$ cat src/rtl/sipo_defines.svh
// Purpose: Constants for the serial-in parallel-out latch block
// Assumes: 100 MHz system clock
// Notes:   Included by the package and the top module
`ifndef SIPO_DEFINES_SVH
`define SIPO_DEFINES_SVH
`define SIPO_STAGES     8
`define SIPO_FIFO_DEPTH 16
`define SIPO_SYNC_STAGES 2
`define SIPO_ZERO_BYTE  8'h00
`define SIPO_PIN_RESET  5'h05 // Idle pins: clocks low, clear and enable inactive
`endif

$ cat src/rtl/sipo_fifo.sv
// Purpose: Holds no logic of its own
// Assumes: The snapshot FIFO module sits beside the latch in sipo_latch.sv
// Notes:   All logic of the block is kept in one design file

$ cat src/rtl/sipo_pkg.sv
// Purpose: Types for the serial-in parallel-out latch block
// Assumes: sipo_defines.svh gives the stage count
// Notes:   Pin group sampled from the outside controller
`include "sipo_defines.svh"
package sipo_pkg;
  typedef logic [`SIPO_STAGES-1:0] sipo_byte_t;
  // Synchronised input pins from the controller
  typedef struct packed {
    logic data_in_bit;
    logic shift_clock;
    logic shift_clear_n;
    logic store_clock;
    logic out_enable_n;
  } sipo_pins_t;
endpackage

$ cat src/rtl/sipo_latch.sv
// What this block does
// RQ1: Eight-bit shift register feeding a separate eight-bit storage register.
// RQ2: Shift and storage clocks act on rising edges, each independently.
// RQ3: Common clocks: storage takes shift contents from before that shift.
// RQ4: Output enable high puts all parallel outputs in high impedance.
// RQ5: Output enable low drives storage register onto parallel outputs.
// RQ6: Clear low forces every shift stage to zero, overriding shift clock.
// RQ7: Shift edge: first stage takes serial input, others take previous stage.
// RQ8: Storage edge loads all eight stages, regardless of other inputs.
// RQ9: Cascade output always shows last stage; output A is first stage.
// RQ10: Clear leaves storage untouched; zeros appear after next storage edge.
//
// Purpose: Serial-in parallel-out shift register with storage latch
// Assumes: Controller pins are asynchronous to CLK_SYS_I and sampled
// Notes:   Storage snapshots also flow out through a 16-word FIFO
`timescale 1ns/10ps
`include "sipo_defines.svh"
module sipo_latch #(
  parameter int STAGES     = `SIPO_STAGES,
  parameter int FIFO_DEPTH = `SIPO_FIFO_DEPTH
)(
  // Clock and reset
  input  wire logic              CLK_SYS_I,
  input  wire logic              ARST_N_I,
  // Controller pins
  input  wire logic              DATA_IN_BIT_I,
  input  wire logic              SHIFT_CLOCK_I,
  input  wire logic              SHIFT_CLEAR_N_I,
  input  wire logic              STORE_CLOCK_I,
  input  wire logic              OUT_ENABLE_N_I,
  // Parallel three-state outputs
  output logic [STAGES-1:0]      PARALLEL_OUTPUTS_O,
  output logic [STAGES-1:0]      PARALLEL_OE_O,
  // Cascade output
  output logic                   CASCADE_OUT_O,
  // Snapshot stream
  output logic                   SNAP_VALID_O,
  output logic [STAGES-1:0]      SNAP_DATA_O,
  input  wire logic              SNAP_READY_I,
  output logic                   SNAP_OVERRUN_O
);
  sipo_pkg::sipo_pins_t raw_pins;
  sipo_pkg::sipo_pins_t sync1_reg;
  sipo_pkg::sipo_pins_t sync2_reg;
  sipo_pkg::sipo_pins_t prev_reg;
  logic [STAGES-1:0]    shift_reg;
  logic [STAGES-1:0]    store_reg;
  logic [STAGES-1:0]    shift_next;
  logic                 shift_edge;
  logic                 store_edge;
  logic                 fifo_in_ready;
  logic                 fifo_out_valid;
  logic [STAGES-1:0]    fifo_out_data;
  logic                 fifo_pop;
  logic                 snap_valid_reg;
  logic [STAGES-1:0]    snap_data_reg;

  assign raw_pins = '{data_in_bit:   DATA_IN_BIT_I,
                      shift_clock:   SHIFT_CLOCK_I,
                      shift_clear_n: SHIFT_CLEAR_N_I,
                      store_clock:   STORE_CLOCK_I,
                      out_enable_n:  OUT_ENABLE_N_I};

  // Two-flop synchroniser, then a delayed copy for edge detection
  always_ff @(posedge CLK_SYS_I or negedge ARST_N_I)
  begin
    if (!ARST_N_I)
    begin
      sync1_reg <= `SIPO_PIN_RESET;
      sync2_reg <= `SIPO_PIN_RESET;
      prev_reg  <= `SIPO_PIN_RESET;
    end
    else
    begin
      sync1_reg <= raw_pins;
      sync2_reg <= sync1_reg;
      prev_reg  <= sync2_reg;
    end
  end

  // Rising edges only, each clock on its own
  assign shift_edge = sync2_reg.shift_clock && !prev_reg.shift_clock; // RQ2
  assign store_edge = sync2_reg.store_clock && !prev_reg.store_clock; // RQ2
  // Next shift contents: serial bit into stage A
  assign shift_next = {shift_reg[STAGES-2:0], sync2_reg.data_in_bit}; // RQ7

  // Shift register with overriding clear
  always_ff @(posedge CLK_SYS_I or negedge ARST_N_I)
  begin
    if (!ARST_N_I)
    begin
      shift_reg <= `SIPO_ZERO_BYTE;
    end
    else if (!sync2_reg.shift_clear_n)
    begin
      shift_reg <= `SIPO_ZERO_BYTE; // RQ6
    end
    else if (shift_edge)
    begin
      shift_reg <= shift_next; // RQ1 RQ7
    end
  end

  // Storage register loads old shift contents; clear does not touch it
  always_ff @(posedge CLK_SYS_I or negedge ARST_N_I)
  begin
    if (!ARST_N_I)
    begin
      store_reg <= `SIPO_ZERO_BYTE;
    end
    else if (store_edge)
    begin
      store_reg <= shift_reg; // RQ1 RQ3 RQ8 RQ10
    end
  end

  // Registered pin drivers
  always_ff @(posedge CLK_SYS_I or negedge ARST_N_I)
  begin
    if (!ARST_N_I)
    begin
      PARALLEL_OUTPUTS_O <= `SIPO_ZERO_BYTE;
      PARALLEL_OE_O      <= `SIPO_ZERO_BYTE;
      CASCADE_OUT_O      <= 1'b0;
    end
    else
    begin
      PARALLEL_OUTPUTS_O <= store_edge ? shift_reg : store_reg; // RQ5
      PARALLEL_OE_O      <= {STAGES{!sync2_reg.out_enable_n}}; // RQ4 RQ5
      CASCADE_OUT_O      <= !sync2_reg.shift_clear_n ? 1'b0 :
                            (shift_edge ? shift_next[STAGES-1] : shift_reg[STAGES-1]); // RQ9
    end
  end

  // Snapshot FIFO: each storage load is queued for the consumer unless the FIFO is full
  sipo_fifo #(
    .WIDTH (STAGES),
    .DEPTH (FIFO_DEPTH)
  ) u_fifo (
    .clk_i       (CLK_SYS_I),
    .arst_n_i    (ARST_N_I),
    .in_valid_i  (store_edge),
    .in_data_i   (shift_reg),
    .in_ready_o  (fifo_in_ready),
    .out_valid_o (fifo_out_valid),
    .out_data_o  (fifo_out_data),
    .out_ready_i (fifo_pop)
  );

  // Output skid stage so the stream ports come from flops
  assign fifo_pop = fifo_out_valid && (!snap_valid_reg || SNAP_READY_I);
  always_ff @(posedge CLK_SYS_I or negedge ARST_N_I)
  begin
    if (!ARST_N_I)
    begin
      snap_valid_reg <= 1'b0;
      snap_data_reg  <= `SIPO_ZERO_BYTE;
      SNAP_OVERRUN_O <= 1'b0;
    end
    else
    begin
      if (fifo_pop)
      begin
        snap_valid_reg <= 1'b1;
        snap_data_reg  <= fifo_out_data;
      end
      else if (SNAP_READY_I)
      begin
        snap_valid_reg <= 1'b0;
      end
      if (store_edge && !fifo_in_ready)
      begin
        SNAP_OVERRUN_O <= 1'b1; // Sticky: snapshot dropped, FIFO full
      end
    end
  end
  assign SNAP_VALID_O = snap_valid_reg;
  assign SNAP_DATA_O  = snap_data_reg;
endmodule

// Valid/ready FIFO holding storage-register snapshots; depth a power of two
module sipo_fifo #(
  parameter int WIDTH = 8,
  parameter int DEPTH = 16
)(
  // Clock and reset
  input  wire logic             clk_i,
  input  wire logic             arst_n_i,
  // Fill side
  input  wire logic             in_valid_i,
  input  wire logic [WIDTH-1:0] in_data_i,
  output logic                  in_ready_o,
  // Drain side
  output logic                  out_valid_o,
  output logic [WIDTH-1:0]      out_data_o,
  input  wire logic             out_ready_i
);
  localparam int AW = $clog2(DEPTH);
  logic [WIDTH-1:0] mem_reg [DEPTH];
  logic [AW-1:0]    wr_ptr_reg;
  logic [AW-1:0]    rd_ptr_reg;
  logic [AW:0]      count_reg;
  logic             push;
  logic             pop;

  // Honest full and empty from the fill count
  assign in_ready_o  = (count_reg != (AW+1)'(DEPTH));
  assign out_valid_o = (count_reg != '0);
  assign out_data_o  = mem_reg[rd_ptr_reg];
  assign push        = in_valid_i && in_ready_o;
  assign pop         = out_valid_o && out_ready_i;

  // Storage array
  always_ff @(posedge clk_i)
  begin
    if (push)
    begin
      mem_reg[wr_ptr_reg] <= in_data_i;
    end
  end

  // Pointers and count
  always_ff @(posedge clk_i or negedge arst_n_i)
  begin
    if (!arst_n_i)
    begin
      wr_ptr_reg <= '0;
      rd_ptr_reg <= '0;
      count_reg  <= '0;
    end
    else
    begin
      if (push)
      begin
        wr_ptr_reg <= wr_ptr_reg + AW'(1);
      end
      if (pop)
      begin
        rd_ptr_reg <= rd_ptr_reg + AW'(1);
      end
      if (push && !pop)
      begin
        count_reg <= count_reg + (AW+1)'(1);
      end
      else if (pop && !push)
      begin
        count_reg <= count_reg - (AW+1)'(1);
      end
    end
  end
endmodule

$ cat config.mk
export PLATFORM = sky130hd
export DESIGN_NAME = sipo_latch
export DESIGN_NICKNAME = d
export VERILOG_FILES = /design/src/rtl/sipo_fifo.sv /design/src/rtl/sipo_pkg.sv /design/src/rtl/sipo_latch.sv
export VERILOG_INCLUDE_DIRS = /design/src /design/src/rtl
export SDC_FILE = /design/constraint.sdc
export NUM_CORES = 1
export LEC_CHECK = 0
export BUFFER_PORTS_ARGS = -buffer_cell sky130_fd_sc_hd__buf_2
export CAP_MARGIN = 20
export CORE_MARGIN = 4
export CORE_UTILIZATION = 57
export CTS_BUF_LIST = sky130_fd_sc_hd__clkbuf_8
export DETAILED_ROUTE_END_ITERATION = 8
export PLACE_DENSITY = 0.78
export SYNTH_ARGS = -nofsm -noshare
export SYNTH_HDL_FRONTEND = slang
export SYNTH_SLANG_ARGS = --single-unit
$ cat constraint.sdc
create_clock -name CLK_SYS_I -period 2.7 [get_ports CLK_SYS_I]
set_input_delay 0.27 -clock CLK_SYS_I [delete_from_list [all_inputs] [get_ports CLK_SYS_I]]
set_output_delay 0.27 -clock CLK_SYS_I [all_outputs]
set_load 0.01 [all_outputs]
==> results of run 1 <==
cells by family after synthesis:
family / share of synthesized area
mux: 0.144
fa+ha+maj: 0.0184
buf+inv: 0.0275
flops: 0.719
compound gates: 0.0330
simple gates: 0.0454
xor+xnor: 0.0122
what timing repair did:
| item | in CTS | in global routing |
|---|---|---|
| setup endpoints to repair | 0 | 1 |
| resized for setup | 0 | 4 |
| endpoints found under the hold margin | 43 | 0 |
| hold buffers | 6 | 0 |
| setup buffers | 0 | 1 |
per-layer routing:
layer | wire [um] | part of all wire | vias to the layer above
met3 | 700 | 0.055 | 17
met4 | 224 | 0.018 | 0
met5 | 0 | 0 | -
li1 | - | - | 1546
met2 | 6350 | 0.50 | 91
met1 | 5470 | 0.43 | 1770
worst max-delay path: cells and delay by family, from the launching register on:
kind                     cells  cell delay (ns)
adder cells (fa/ha/maj)      2             0.52
flip-flops                   1             0.42
multiplexers                 1             0.23
AND/OR/NAND/NOR              1             0.55
AO/OA/AOI/OAI                3             0.55
buffers and inverters        1             0.07
XOR/XNOR                     1             0.14
power by group:
part	internal (mW)	total, mW	switching [mW]
Clock	0.840	1.70	0.856
Sequential	3.25	3.61	0.363
Combinational	0.959	1.77	0.807
stage by stage:
stage	setup WS, ns	hold WS, ns
after floorplan	0.0329	-0.0256
after CTS	0.0765	0.159
after global placement	0.185	0.335
after detailed placement	0.0899	0.338
final	0.150	0.178
after global routing	-0.0126	0.174
worst max path at each step:
stage / from / endpoint / cells after the start
2_1_floorplan: u_fifo.count_reg[0] / u_fifo.count_reg[4] / 10
3_3_place_gp: u_fifo.count_reg[3] / u_fifo.count_reg[4] / 9
3_5_place_dp: u_fifo.count_reg[3] / u_fifo.count_reg[4] / 9
4_1_cts: u_fifo.count_reg[3] / u_fifo.count_reg[4] / 9
5_1_grt: u_fifo.count_reg[3] / u_fifo.count_reg[4] / 9
6_report: u_fifo.count_reg[3] / u_fifo.count_reg[4] / 9
final cells by class:
class	instances	area, um^2	area share
clock buffer	19	262	0.0329
clock inverter	13	105	0.0132
inverter	5	18.8	0.00236
multi-input combinational	167	1860	0.234
sequential	181	5180	0.651
tap	168	210	0.0264
timing repair buffer	50	318	0.0400
placed cells by master, fill, tap and decap left out, drive strengths merged, types with 11 or more instances in the layout:
master	Yosys	routed
edfxtp	128	128
dfrtp	49	49
buf	21	44
mux4	32	32
clkbuf	6	19
nor2b	18	18
mux2i	17	17
and2	12	12
inv	5	12
a21oi	11	11
==> results.sh, run 1 <==
export IMPL_fp_dieArea_um2=14500
export IMPL_num_vias=3424
export IMPL_timing_final_crit_share=0.945
export IMPL_via_per_inst=5.68
export IMPL_rows=40
export IMPL_largest_register_ffs=128
export IMPL_skew_ns=0.0103
export IMPL_drv_slew=0
export IMPL_synth_common_cells="edfxtp_1, dfrtp_1, mux4_2"
export IMPL_p_total_mw=7.08
export IMPL_end_kind="flop"
export IMPL_antenna_found_initial=0
export IMPL_dieWidth_um=120
export IMPL_synth_top_cells_by_area="edfxtp_1, dfrtp_1, mux4_2, mux4_1, mux2i_1"
export IMPL_gp_congestion=0.789
export IMPL_slew_headroom=0.386
export IMPL_grt_start_max_net_pins=44
export IMPL_final_util=0.653
export IMPL_synth_most_common_cell="edfxtp_1"
export IMPL_port_buffers=34
export IMPL_r2r_setup_slack_ns=0.15
export IMPL_synthArstFlopShare=0.293
export IMPL_io_pins=35
export IMPL_hold_end="SNAP_VALID_O"
export IMPL_syn_avg_cell_area_um2=18.9
export IMPL_fin_area_um2=7950
export IMPL_path_cells="or4_4, o21ai_4, ha_4, inv_2, fa_2, a21o_1, a21oi_1, mux2i_1, xnor2_1"
export IMPL_crit_arrival_ns=2.92
export IMPL_fillers=808
export IMPL_use_met1=0.254
export IMPL_grt_overflow=0
export IMPL_gr_usage_all_layers=0.191
export IMPL_synth_largest_area_cell="edfxtp_1"
export IMPL_worstPathRequired_ns=3.07
export IMPL_cts_tree="built"
export IMPL_met2_usage=0.308
export IMPL_min_delay_start="SNAP_READY_I"
export IMPL_worst_path_max_fanout=5
export IMPL_drtPass1Iterations=4
export IMPL_synth_nets=398
export IMPL_drv_cap=0
export IMPL_path_clk_slew_ns=0.08
export IMPL_r2r_start="u_fifo.count_reg[3]"
export IMPL_nNetsFinal=440
export IMPL_yosysWarningCount=0
export IMPL_hold_depth=3
export IMPL_hp_class="primary input to flop"
export IMPL_powerDensity_nw_per_um2=890
export IMPL_top_usage_layer="met2"
export IMPL_fmax_mhz=392
export IMPL_clkSinkCount=181
export IMPL_irDropWorstVdd_uv=587
export IMPL_critPathLaunchType="flop"
export IMPL_hold_viol=0
export IMPL_ys_ff_latch=181
export IMPL_drive_above_1_share=0.257
export IMPL_clockRootBuffer="clkbuf_8"
export IMPL_finalSetupViolations=0
export IMPL_r2r_cells=9
export IMPL_cts_buffers=17
export IMPL_criticalPathCategory="flop to flop"
export IMPL_fin_cells=603
export IMPL_grt_pass1_wl_um=20200
export IMPL_gr_usage_met3=0.0552
export IMPL_drt_iter0_drc=207
export IMPL_cpPeakStageDelay_ns=0.55
export IMPL_synth_area_um2=7190
export IMPL_diodes=0
export IMPL_place_inst=564
export IMPL_worst_slew_pin_slew_ns=0.920
export IMPL_wl_per_cell_um=21.1
export IMPL_seq_area_frac_synth=0.719
export IMPL_finalCriticalPeriod_ns=2.55
export IMPL_clock_latency_ns=0.45
export IMPL_total_leakage_power_nw=2.91
export IMPL_slowest_stage="or4_4"
export IMPL_areaGrowthSynthToFinish_pct=10.5
export IMPL_dpl_hpwl_um=7940
export IMPL_synthCells=380
export IMPL_die_h_um=120
export IMPL_ctsLongestPathBuffers=2
export IMPL_synth_flop_cell="edfxtp_1"
export IMPL_place_area_um2=7490
export IMPL_antenna_left=0
export IMPL_yosysUniqueCellTypes=37
export IMPL_wirelength_um=12700
export IMPL_grt_pass1_vias=3539
export IMPL_htree_levels=4
export IMPL_design_core_area_um2=12200
export IMPL_drc=0
export IMPL_outcome="finished clean"
export IMPL_setup_tns_ns=0
export IMPL_yosysTopAreaCellShare=0.534
export IMPL_initial_core_util=0.592
export IMPL_r2r_end="u_fifo.count_reg[4]"
export IMPL_synth_edff_count=128
Power figures use the tool's default switching activity.
==> run 2, diff against run 1 <==
ABC_AREA = 1   (was default)
BUFFER_PORTS_ARGS = -buffer_cell sky130_fd_sc_hd__buf_4   (was -buffer_cell sky130_fd_sc_hd__buf_2)
CORE_UTILIZATION = 64   (was 57)
PLACE_DENSITY = 0.82   (was 0.78)
clock period = 2.63 ns   (was 2.7 ns; I/O delays follow)
==> run 2 against run 1 <==
Register-to-register slack gained 0.17 ns. Cell count grew 57%. Utilization grew 7.9 points. Critical path depth grew 6. Sequential share of layout area shrank 4.3 points. Worst setup slack gained 0.17 ns. Die area shrank 4.1%. Wire length grew 26%. Combinational power grew 49%. Global-route usage grew 5.3 points. Clock skew grew 0.0050 ns.
==> results.sh, run 2 <==
export IMPL_synth_simple_area_share=0.193
export IMPL_fillers=810
export IMPL_grt_overflow=0
export IMPL_gr_usage_all_layers=0.244
export IMPL_setup_tns_ns=0
export IMPL_yosysTopAreaCellShare=0.498
export IMPL_pwr_share_seq=0.445
export IMPL_pwr_share_clk=0.223
export IMPL_areaGrowthSynthToFinish_pct=10.2
export IMPL_total_leakage_power_nw=3.88
export IMPL_irDropWorstVdd_uv=473
export IMPL_synth_fa_ha_area_frac=0.0172
export IMPL_synthCells=749
export IMPL_ctsResizeCount=0
export IMPL_syn_avg_cell_area_um2=10.3
export IMPL_synth_nets=767
export IMPL_seq_area_frac_synth=0.670
export IMPL_synth_largest_area_cell="edfxtp_1"
export IMPL_drv_slew=0
export IMPL_largest_register_ffs=128
export IMPL_grt_pass1_wl_um=26100
export IMPL_mostFrequentLayoutCells="nand2_1, edfxtp_1, inv_1"
export IMPL_drt_iter0_drc=631
export IMPL_rows=39
export IMPL_dieWidth_um=118
export IMPL_synthArstFlopShare=0.293
export IMPL_clkSinkCount=181
export IMPL_synth_top_family_by_area="simple AND/OR/NAND/NOR gates"
export IMPL_end_kind="flop"
export IMPL_hold_depth=4
export IMPL_criticalPathCategory="flop to flop"
export IMPL_netSwitchingPower_mw=2.92
export IMPL_worst_slew_pin_slew_ns=0.817
export IMPL_cts_buffers=17
export IMPL_fp_dieArea_um2=13900
export IMPL_ctsLongestPathBuffers=2
export IMPL_crit_arrival_ns=2.73
export IMPL_finalCriticalPeriod_ns=2.31
export IMPL_timing_final_crit_share=0.879
export IMPL_num_vias=5152
export IMPL_port_buffers=34
export IMPL_design_core_area_um2=11600
export IMPL_diodes=0
export IMPL_r2r_cells=15
export IMPL_antenna_left=0
export IMPL_final_util=0.733
export IMPL_drive_above_1_share=0.120
export IMPL_hold_end="SNAP_VALID_O"
export IMPL_via_per_inst=5.45
export IMPL_ys_ff_latch=181
export IMPL_gp_congestion=0.908
export IMPL_r2r_start="u_fifo.count_reg[0]"
export IMPL_powerDensity_nw_per_um2=933
export IMPL_drtPass1Iterations=7
export IMPL_synth_most_common_cell="nand2_1"
export IMPL_nNetsFinal=807
export IMPL_worstPathRequired_ns=3.05
export IMPL_synth_top_cells_by_area="edfxtp_1, dfrtp_1, nand2_1, nand3_1, inv_1"
export IMPL_clock_latency_ns=0.47
export IMPL_p_int_mw=5.02
export IMPL_hold_viol=0
export IMPL_die_h_um=118
export IMPL_synth_flop_cell="edfxtp_1"
export IMPL_critPathLaunchType="flop"
export IMPL_skew_ns=0.0154
export IMPL_grt_start_max_net_pins=67
export IMPL_dpl_hpwl_um=10100
export IMPL_whs_ns=0.0983
export IMPL_finalSetupViolations=0
export IMPL_clockRootBuffer="clkbuf_8"
export IMPL_synth_compound_area_frac=0.0190
export IMPL_grt_pass1_vias=5283
export IMPL_path_clk_slew_ns=0.09
export IMPL_initial_core_util=0.665
export IMPL_yosysWarningCount=0
export IMPL_synthXorXnorAreaFrac=0.0102
export IMPL_final_common_cell="nand2_1"
export IMPL_synth_common_cells="nand2_1, edfxtp_1, inv_1"
export IMPL_antenna_found_initial=0
export IMPL_min_delay_start="SNAP_READY_I"
export IMPL_yosysUniqueCellTypes=25
export IMPL_slew_headroom=0.455
export IMPL_r2r_setup_slack_ns=0.32
export IMPL_synthMuxAreaShare=0
export IMPL_wirelength_um=16000
export IMPL_hp_class="primary input to flop"
export IMPL_cts_tree="built"
export IMPL_synth_area_um2=7720
export IMPL_fmax_mhz=433
export IMPL_outcome="finished clean"
export IMPL_rsz0062_at_grt="no"
export IMPL_worst_path_max_fanout=6
export IMPL_r2r_end="u_fifo.count_reg[4]"
export IMPL_io_pins=35
export IMPL_synth_edff_count=128
export IMPL_drv_cap=0
export IMPL_htree_levels=4
export IMPL_drc=0
export IMPL_combPwrFrac=0.332
export IMPL_p_sw_frac=0.368
export IMPL_wl_per_cell_um=16.9
-- run 2: cell count changes after synthesis, sizes merged, moves of 9 or more --
cell	previous run	this run
and2	12	0
inv	5	128
nor2b	18	0
mux2i	17	0
mux4	32	0
nand2	6	224
a21oi	11	2
mux2	10	0
buf	21	34
o21ai	4	23
nand3	1	106
nor3	0	12
-- run 2: cell type report --
cell class	count	area (um^2)	area share
Clock inverter	15	135	0.0159
Clock buffer	17	234	0.0275
Inverter	128	480	0.0565
Tap cell	143	179	0.0210
Timing Repair Buffer	58	455	0.0535
Multi-Input combinational cell	403	1850	0.217
Sequential cell	181	5180	0.608
-- run 2: cell families after synthesis --
logic type,after synthesis
buf+inv,165
compound gates,28
xor+xnor,9
flops,181
simple gates,356
fa+ha+maj,10
-- run 2: layer usage --
metal	part of all wire	vias to the layer above	wire [um]	global-route usage
met3	0.071	53	1130	0.0625
met5	0	-	0	0
li1	-	2464	-	-
met1	0.39	2412	6250	0.301
met4	0.038	0	601	0.118
met2	0.50	223	8020	0.404
-- run 2: how the worst max path moves through the flow --
stage / startpoint / end / slack, ns / depth (start not counted)
after floorplan: u_fifo.count_reg[0] / u_fifo.count_reg[4] / 0.46 / 13
after global placement: u_fifo.count_reg[0] / u_fifo.count_reg[4] / 0.46 / 15
after detailed placement: u_fifo.count_reg[0] / u_fifo.count_reg[4] / 0.38 / 15
after CTS: u_fifo.count_reg[0] / u_fifo.count_reg[4] / 0.36 / 15
after global routing: u_fifo.count_reg[0] / u_fifo.count_reg[4] / 0.06 / 15
final: u_fifo.count_reg[0] / u_fifo.count_reg[4] / 0.32 / 15
-- run 2: stage by stage --
step / cells / cell area (um^2) / setup slack (ns) / power, mW
floorplan: 749 / 7720 / 0.455 / 5.45
global placement: 898 / 8020 / 0.460 / 6.01
detailed placement: 898 / 8020 / 0.380 / 6.15
CTS: 936 / 8450 / 0.359 / 7.92
global route: 945 / 8510 / 0.0585 / 8.44
finish: 945 / 8510 / 0.319 / 7.94
-- run 2: critical path, stage by stage, from the launching register on --
cell and delay (ns):
dfrtp_1 0.45, nor2_1 0.19, nand2_1 0.07, nor2_1 0.12, inv_2 0.06, nand2_2 0.07
inv_2 0.07, ha_1 0.21, inv_1 0.14, ha_1 0.29, a21oi_1 0.14, nor2_1 0.05
nor2_1 0.12, xor2_1 0.16, nand2_1 0.06, nand2_1 0.05
-- run 2: what timing repair did --
item                                   in CTS  in global routing
endpoints found under the hold margin      54                  0
buffers inserted                            0                  0
hold buffers                                6                  0
-- run 2: power groups by stage --
stage	combinational (mW)	clock, mW	sequential, mW
2_1_floorplan	1.91	0	3.54
3_3_place_gp	2.44	0	3.57
3_5_place_dp	2.56	0	3.59
4_1_cts	2.59	1.79	3.53
5_1_grt	2.95	1.92	3.57
6_report	2.63	1.77	3.54
